File: src/rtl/onwd_consts.vh
// Constants for the OTP nibble write decoder
`ifndef ONWD_CONSTS_VH
`define ONWD_CONSTS_VH
// Index of each mirror byte
`define ONWD_BYTE_CFG1      4'h0
`define ONWD_BYTE_CFG2      4'h1
`define ONWD_BYTE_TYPE      4'h2
`define ONWD_BYTE_UD1       4'h3
// Bank select codes
`define ONWD_BANK0          2'h0
`define ONWD_BANK1          2'h1
`define ONWD_BANK2          2'h2
`define ONWD_BANK3          2'h3
// Nibble locations
`define ONWD_LOC_FIRST_USED 4'h6
`define ONWD_LOC_AUX        4'h6
`define ONWD_LOC_CFG2       4'h7
`define ONWD_LOC_TYPE       4'h8
`define ONWD_LOC_DEVICE_ID_SELECT      4'hA
`define ONWD_LOC_UD_FIRST   4'h8
`define ONWD_LOC_UD_LO_LAST 4'hE
`define ONWD_LOC_UD_HI_LAST 4'hF
// Bit masks of each target field inside its byte
`define ONWD_MASK_LOCK      8'h80
`define ONWD_MASK_TOS       8'h20
`define ONWD_MASK_ADDR      8'h0F
`define ONWD_MASK_FILTER    8'hC0
`define ONWD_MASK_DEVICE_ID_SELECT     8'h80
`define ONWD_MASK_AUX       8'h03
`define ONWD_MASK_LO        8'h0F
`define ONWD_MASK_HI        8'hF0
// Global address and response fields
`define ONWD_GLOBAL_ADDR    4'h0
`define ONWD_RESP_ZERO      4'h0
`define ONWD_RESP_ONES      4'hF
`define ONWD_RESP_MARK      2'h3
// Mirror reset values
`define ONWD_RST_CFG1       8'h00
`define ONWD_RST_CFG2       8'h01
`define ONWD_RST_TYPE       8'h00
`define ONWD_RST_UDATA      8'h00
`endif

File: src/rtl/onwd_udata_mem.v
// User data byte store with bit-masked write and registered read
`include "onwd_consts.vh"
module onwd_udata_mem #(
  parameter WIDTH = 8,
  parameter DEPTH = 8,
  parameter AW    = 3
) (
  input  wire             core_clk_in,
  input  wire             rst_in,
  input  wire             wr_en_in,
  input  wire [AW-1:0]    wr_addr_in,
  input  wire [WIDTH-1:0] wr_mask_in,
  input  wire [WIDTH-1:0] wr_data_in,
  input  wire             rd_en_in,
  input  wire [AW-1:0]    rd_addr_in,
  output reg  [WIDTH-1:0] rd_data_out
);
  reg [WIDTH-1:0] mem [0:DEPTH-1];
  integer         i;

  // Unmasked bits keep their stored value
  always @(posedge core_clk_in or posedge rst_in) begin
    if (rst_in) begin
      for (i = 0; i < DEPTH; i = i + 1) begin
        mem[i] <= `ONWD_RST_UDATA;
      end
      rd_data_out <= `ONWD_RST_UDATA;
    end else begin
      if (wr_en_in) begin
        mem[wr_addr_in] <= (mem[wr_addr_in] & ~wr_mask_in) |
                           (wr_data_in & wr_mask_in);
      end
      if (rd_en_in) begin
        rd_data_out <= mem[rd_addr_in];
      end
    end
  end
endmodule // onwd_udata_mem

File: src/rtl/onwd_decoder.v
// Write-nibble command decoder routing data into mirror and OTP fields
`include "onwd_consts.vh"
// What this block does
// - Unused locations program nothing and answer with the node address.
// - Bank 0 location 7: data bit 3 goes to user lock, config2 bit 7.
// - Bank 0 location 8: data bits 3:2 go to filter selection bits 7:6.
// - Bank 0 location 10: data bit 3 goes to device id select bit.
// - Bank 1 location 6: data bits 1:0 go to auxiliary config field.
// - Bank 1 location 7: all four data bits become the node address.
// - Bank 1 locations 8 to 14: nibble to low half of user bytes 1-7.
// - Bank 2 location 7: data bit 1 goes to test output select bit 5.
// - Bank 2 locations 8 to 15: nibble to high half of user bytes 1-8.
// - Program enable clear: update mirror only, answer with (new) address.
// - Program enable set: program OTP, answer location, bank, new contents.
// - Ignore commands to global address or in non-long formats.
module onwd_decoder (
  input  wire        core_clk_in,
  input  wire        rst_in,
  input  wire        cmd_valid_in,
  input  wire        cmd_long_format_in,
  input  wire [3:0]  cmd_addr_in,
  input  wire [3:0]  nibble_location_in,
  input  wire [3:0]  cmd_data_in,
  input  wire [1:0]  bank_in,
  input  wire        program_enable_in,
  output reg         resp_valid_out,
  output reg  [15:0] resp_data_out,
  output reg         otp_program_out,
  output reg  [3:0]  otp_byte_out,
  output reg  [7:0]  otp_mask_out,
  output reg  [7:0]  otp_data_out,
  output wire [3:0]  node_address_out,
  output wire        user_lock_out,
  output wire        test_output_select_out,
  output wire [1:0]  filter_selection_out,
  output wire        device_id_select_out,
  output wire [1:0]  auxiliary_config_field_out
);
  localparam [3:0] ST_IDLE  = 4'h1;
  localparam [3:0] ST_WRITE = 4'h2;
  localparam [3:0] ST_READ  = 4'h4;
  localparam [3:0] ST_RESP  = 4'h8;

  // Returns {used, byte index, field mask}
  function [12:0] onwd_target;
    input [1:0] bank;
    input [3:0] loc;
    reg   [3:0] ofs;
    begin
      ofs = loc - `ONWD_LOC_UD_FIRST;
      onwd_target = 13'h0000;
      if (loc < `ONWD_LOC_FIRST_USED) begin
        onwd_target = 13'h0000;
      end else if (bank == `ONWD_BANK0) begin
        if (loc == `ONWD_LOC_CFG2) begin
          onwd_target = {1'b1, `ONWD_BYTE_CFG2, `ONWD_MASK_LOCK};
        end else if (loc == `ONWD_LOC_TYPE) begin
          onwd_target = {1'b1, `ONWD_BYTE_TYPE, `ONWD_MASK_FILTER};
        end else if (loc == `ONWD_LOC_DEVICE_ID_SELECT) begin
          onwd_target = {1'b1, `ONWD_BYTE_CFG1, `ONWD_MASK_DEVICE_ID_SELECT};
        end
      end else if (bank == `ONWD_BANK1) begin
        if (loc == `ONWD_LOC_AUX) begin
          onwd_target = {1'b1, `ONWD_BYTE_CFG1, `ONWD_MASK_AUX};
        end else if (loc == `ONWD_LOC_CFG2) begin
          onwd_target = {1'b1, `ONWD_BYTE_CFG2, `ONWD_MASK_ADDR};
        end else if (loc >= `ONWD_LOC_UD_FIRST &&
                     loc <= `ONWD_LOC_UD_LO_LAST) begin
          onwd_target = {1'b1, `ONWD_BYTE_UD1 + ofs, `ONWD_MASK_LO};
        end
      end else if (bank == `ONWD_BANK2) begin
        if (loc == `ONWD_LOC_CFG2) begin
          onwd_target = {1'b1, `ONWD_BYTE_CFG2, `ONWD_MASK_TOS};
        end else if (loc >= `ONWD_LOC_UD_FIRST) begin
          onwd_target = {1'b1, `ONWD_BYTE_UD1 + ofs, `ONWD_MASK_HI};
        end
      end
    end
  endfunction

  reg  [3:0]  state;
  reg  [3:0]  lat_loc;
  reg  [1:0]  lat_bank;
  reg  [3:0]  lat_data;
  reg         lat_pe;
  reg         lat_used;
  reg  [3:0]  lat_byte;
  reg  [7:0]  lat_mask;
  reg  [7:0]  cfg1;
  reg  [7:0]  cfg2;
  reg  [7:0]  type_byte;
  reg  [7:0]  next_byte;
  reg  [3:0]  next_nibble;
  wire [12:0] dec;
  wire        accept;
  wire [7:0]  wr_data;
  wire        is_udata;
  wire [3:0]  ud_index;
  wire [7:0]  ud_rd;

  assign dec      = onwd_target(bank_in, nibble_location_in);
  // Commands arriving while a write is in flight are dropped
  assign accept   = cmd_valid_in && state == ST_IDLE &&
                    cmd_long_format_in &&
                    cmd_addr_in != `ONWD_GLOBAL_ADDR &&
                    cmd_addr_in == cfg2[3:0];
  assign wr_data  = {lat_data, lat_data} & lat_mask;
  assign is_udata = lat_byte >= `ONWD_BYTE_UD1;
  assign ud_index = lat_byte - `ONWD_BYTE_UD1;

  assign node_address_out           = cfg2[3:0];
  assign user_lock_out              = cfg2[7];
  assign test_output_select_out     = cfg2[5];
  assign filter_selection_out       = type_byte[7:6];
  assign device_id_select_out       = cfg1[7];
  assign auxiliary_config_field_out = cfg1[1:0];

  onwd_udata_mem #(
    .WIDTH (8),
    .DEPTH (8),
    .AW    (3)
  ) u_udata (
    .core_clk_in (core_clk_in),
    .rst_in      (rst_in),
    .wr_en_in    (state == ST_WRITE && lat_used && is_udata),
    .wr_addr_in  (ud_index[2:0]),
    .wr_mask_in  (lat_mask),
    .wr_data_in  (wr_data),
    .rd_en_in    (state == ST_READ),
    .rd_addr_in  (ud_index[2:0]),
    .rd_data_out (ud_rd)
  );

  // Contents of the addressed nibble after the write
  always @* begin
    next_byte = ud_rd;
    case (lat_byte)
      `ONWD_BYTE_CFG1: next_byte = cfg1;
      `ONWD_BYTE_CFG2: next_byte = cfg2;
      `ONWD_BYTE_TYPE: next_byte = type_byte;
      default:         next_byte = ud_rd;
    endcase
    next_nibble = (|lat_mask[7:4]) ? next_byte[7:4] : next_byte[3:0];
  end

  always @(posedge core_clk_in or posedge rst_in) begin
    if (rst_in) begin
      state           <= ST_IDLE;
      lat_loc         <= 4'h0;
      lat_bank        <= 2'h0;
      lat_data        <= 4'h0;
      lat_pe          <= 1'b0;
      lat_used        <= 1'b0;
      lat_byte        <= 4'h0;
      lat_mask        <= 8'h00;
      cfg1            <= `ONWD_RST_CFG1;
      cfg2            <= `ONWD_RST_CFG2;
      type_byte       <= `ONWD_RST_TYPE;
      resp_valid_out  <= 1'b0;
      resp_data_out   <= 16'h0000;
      otp_program_out <= 1'b0;
      otp_byte_out    <= 4'h0;
      otp_mask_out    <= 8'h00;
      otp_data_out    <= 8'h00;
    end else begin
      resp_valid_out  <= 1'b0;
      otp_program_out <= 1'b0;
      case (state)
        ST_IDLE: begin
          if (accept) begin
            lat_loc  <= nibble_location_in;
            lat_bank <= bank_in;
            lat_data <= cmd_data_in;
            lat_pe   <= program_enable_in;
            lat_used <= dec[12];
            lat_byte <= dec[11:8];
            lat_mask <= dec[7:0];
            state    <= ST_WRITE;
          end
        end
        ST_WRITE: begin
          // Mirror follows the data whatever program enable says
          if (lat_used) begin
            case (lat_byte)
              `ONWD_BYTE_CFG1:
                cfg1 <= (cfg1 & ~lat_mask) | wr_data;
              `ONWD_BYTE_CFG2:
                cfg2 <= (cfg2 & ~lat_mask) | wr_data;
              `ONWD_BYTE_TYPE:
                type_byte <= (type_byte & ~lat_mask) | wr_data;
              default: begin
              end
            endcase
          end
          if (lat_used && lat_pe) begin
            otp_program_out <= 1'b1;
            otp_byte_out    <= lat_byte;
            otp_mask_out    <= lat_mask;
            otp_data_out    <= wr_data;
          end
          state <= ST_READ;
        end
        ST_READ: begin
          state <= ST_RESP;
        end
        ST_RESP: begin
          resp_valid_out <= 1'b1;
          if (!lat_pe) begin
            resp_data_out <= {cfg2[3:0], `ONWD_RESP_ZERO,
                              `ONWD_RESP_ONES, cfg2[3:0]};
          end else if (!lat_used) begin
            resp_data_out <= {cfg2[3:0], lat_loc, `ONWD_RESP_MARK,
                              lat_bank, cfg2[3:0]};
          end else begin
            resp_data_out <= {cfg2[3:0], lat_loc, `ONWD_RESP_MARK,
                              lat_bank, next_nibble};
          end
          state <= ST_IDLE;
        end
        default: begin
          state <= ST_IDLE;
        end
      endcase
    end
  end
endmodule // onwd_decoder

File: config.mk
export PLATFORM = sky130hd
export DESIGN_NAME = onwd_decoder
export DESIGN_NICKNAME = d
export VERILOG_FILES = /design/src/rtl/onwd_udata_mem.v /design/src/rtl/onwd_decoder.v
export VERILOG_INCLUDE_DIRS = /design/src /design/src/rtl
export SDC_FILE = /design/constraint.sdc
export NUM_CORES = 1
export LEC_CHECK = 0
export BUFFER_PORTS_ARGS = -buffer_cell sky130_fd_sc_hd__buf_2
export CAP_MARGIN = 20
export CORE_AREA = 4 4 126 159
export DETAILED_ROUTE_END_ITERATION = 10
export DIE_AREA = 0 0 130 163
export GPL_TIMING_DRIVEN = 0
export PLACE_DENSITY = 0.69
export SYNTH_ARGS = -nofsm -noshare
export SYNTH_HDL_FRONTEND = slang
export SYNTH_HIERARCHICAL = 1
export SYNTH_SLANG_ARGS = --single-unit
File: constraint.sdc
create_clock -name core_clk_in -period 9.1 [get_ports core_clk_in]
set_input_delay 2.73 -clock core_clk_in [delete_from_list [all_inputs] [get_ports core_clk_in]]
set_output_delay 2.73 -clock core_clk_in [all_outputs]
set_load 0.05 [all_outputs]
==> out/metrics.yaml <==
logic_synthesis:
  synth_edf_count: 0
  seq_area_frac_synth_pct: 47.8
  synth.area.top_cells: "dfrtp_1 47%, mux2_2 6.4%, nand2_1 5.0%"
  ys_seq_elements: 157
  synthesis.area_um2: 8220
  synth_cell_types: 67
  synth_fp_nets: 769
  synth_most_common_cell: "dfrtp_1"
  yosys_warnings: 6
  yosys.area.top_type: "dfrtp_1"
  post_synth.cell_area_avg_um2: 11.1
  yosys-top-cells-count: "155 x dfrtp_1, 109 x nand2_1, 47 x mux2_2"
  yosys.area.top_type_share_pct: 47.2
  synth_ff_type: "dfrtp_1"
  syn_inst: 743
  async_reset_ff_share_pct: 100
global_routing:
  grt_max_degree: 73
  antenna_found_initial: 0
  grt_pass1_vias: 6011
  grt.overflow.total: 0
  grtUsageTotal_pct: 20.0
  grt_pass1_wl_mm: 32.9
placed_design:
  gp_congestion: 0.922
  preCtsSetupSlack_ns: 4.73
  numPortBuffers: 65
  postPlaceCellArea_um2: 8860
  hpwl_mm: 15.2
cells_and_area:
  area_growth_syn_to_layout_pct: 15.1
  fin_area_um2: 9460
  nets: 854
  diodes: 0
  drive_gt1_share_pct: 27.2
pwr:
  clkPwrFrac_pct: 42.4
  p_seq_share_pct: 43.5
  sw_frac_of_total_pct: 28.2
  peakVddDrop_mv: 0.119
  leakage_nw: 4.56
  switching_power_w: 0.000478
  p_int_w: 0.00122
  pwr-share-comb_pct: 14.0
  cellPowerDensity_nw_per_um2: 179
cts:
  post_cts_resize_count: 0
  cts_hold_buf: 0
  insertion_delay_ns: 0.42
  cts.path.max_buffers: 2
  cts_buffers: 17
  postCtsSetupBuffers: 0
  cts_tree: "yes"
  clk_pin_slew_ns: 0.07
  root_buffer: "clkbuf_16"
  cts_sinks: 157
  cts_max_level: 4
setup_path:
  cp.required_ns: 6.37
  crit_fanout: 6
  max_stage_delay_ns: 0.59
  crit_slowest_cell: "dfstp_2"
  critPathKind: "flop to primary output"
  path_cells: "buf_4 > buf_2"
  crit_buf_inv: 2
  cp-start-kind: "flop"
  path_delay_family: "flip-flops"
  crit_path_end_kind: "primary output"
  crit_arrival_ns: 1.38
timing:
  report.final.setup_viol: 0
  period_needed_ns: 4.11
  fin_ws_ns: 4.99
  hold_viol_final: 0
  rsz0062_at_grt: "false"
  setup-tns-final_ns: 0
  maxSlewViolCount: 0
  maxSlewHeadroom_pct: 41.0
  max_freq_ghz: 0.243
  worst_pin_slew_ns: 0.885
  finalCritPeriodShare_pct: 45.1
  finalClockSkew_ns: 0.00957
floorplan:
  num_rows: 56
  initial_core_util_pct: 44.4
  io_pins: 68
  coreArea_um2: 18500
  dieArea_um2: 21200
  die_w_um: 130
  die_y_um: 163
detailed_routing:
  drt_iter0_drc: 633
  routedWlPerCell_um: 19.1
  final_antenna_net_count: 0
  vias: 6047
  vias_per_cell: 5.64
  drc: 0
  drt_pre_antenna_iters: 5
  drt-total-wl_mm: 20.5
outcome:
  status: "complete, no violations"
min_path:
  hp-class: "flop to flop"
flow_run:
  cap_violations: 0
-- logic make-up after synthesis --
| group | after synthesis | share of synthesized area [%] |
|---|---|---|
| xor gates and xnor gates | 5 | 0.533 |
| DFF | 157 | 47.8 |
| adders and majority gates | 7 | 1.07 |
| AOI/OAI and AO/OA | 139 | 12.2 |
| and+or+nand+nor | 223 | 13.7 |
| muxes | 122 | 19.1 |
| buffers and inverters | 90 | 5.63 |
-- worst reg2reg max path, cell delays in order, from the launching register on --
cell and delay [ns]:
dfrtp_1 0.43, ha_1 0.25, xnor2_1 0.52, nand2b_1 0.19, clkbuf_1 0.36, o2bb2ai_1 0.15
nor4_2 0.50, o31ai_1 0.19
-- metrics by stage --
step	utilization (%)	cells	hold slack, ns	power (W)
after floorplan	-	743	0.457	0.000915
after global placement	47.8	1040	0.448	0.000985
after detailed placement	47.9	1041	0.451	0.000988
after CTS	51.1	1073	0.465	0.00171
after global routing	51.1	1073	0.491	0.00176
final	51.1	1073	0.458	0.00170
-- cell type report --
class | count | area (µm²)
fillers | 1666 | 9040
plain buffers | 60 | 350
repair buffers | 66 | 345
inverters | 30 | 118
well taps | 232 | 290
multi-input cells | 496 | 3830
flip-flops and latches | 157 | 3930
clock buffers | 18 | 439
clock inverters | 14 | 160
-- placed cells by master (no fill, tap or decap), drive strengths merged, types with 3 or more instances in the layout --
cell type	n
a21oi	24
a221o	4
a221oi	4
a222oi	8
a31oi	3
and2	11
and4	3
buf	109
clkbuf	35
clkinv	5
clkinvlp	3
dfrtp	155
ha	7
inv	34
mux2	66
mux2i	40
mux4	16
nand2	109
nand2b	9
nand3	11
nor2	29
nor2b	13
nor3	10
nor3b	6
nor4	5
nor4b	5
o21ai	29
o21bai	3
o31ai	38
o32ai	7
xnor2	4
-- power groups by stage --
stage / Combinational [W] / Sequential [W] / Clock, W
6_report: 0.000238 / 0.000738 / 0.000720
5_1_grt: 0.000254 / 0.000740 / 0.000762
4_1_cts: 0.000238 / 0.000738 / 0.000733
3_5_place_dp: 0.000237 / 0.000751 / 0
3_3_place_gp: 0.000234 / 0.000751 / 0
2_1_floorplan: 0.000177 / 0.000737 / 0
-- final timing paths --
check                                   from             endpoint  slack [ns]  cells past startpoint
setup / recovery                        flop  node_address_out[0]        4.99                      2
hold / removal             resp_data_out[11]    resp_data_out[11]        0.46                      2
setup reg to reg                 lat_byte[0]      u_udata/mem[17]        6.36                      7
hold reg to reg            resp_data_out[11]    resp_data_out[11]        0.46                      2
max in group asynchronous             rst_in      u_udata/mem[23]        6.00                      2
min in group asynchronous             rst_in      otp_data_out[0]        2.38                      2
-- layer usage --
layer	track usage, %	share of wire (%)	vias up
li1	-	-	2845
met1	24.8	40	2986
met2	35.3	53	177
met3	3.22	4.3	39
met4	6.71	2.4	0
met5	0	0	-
No activity file was read; power rests on OpenSTA's default activity.
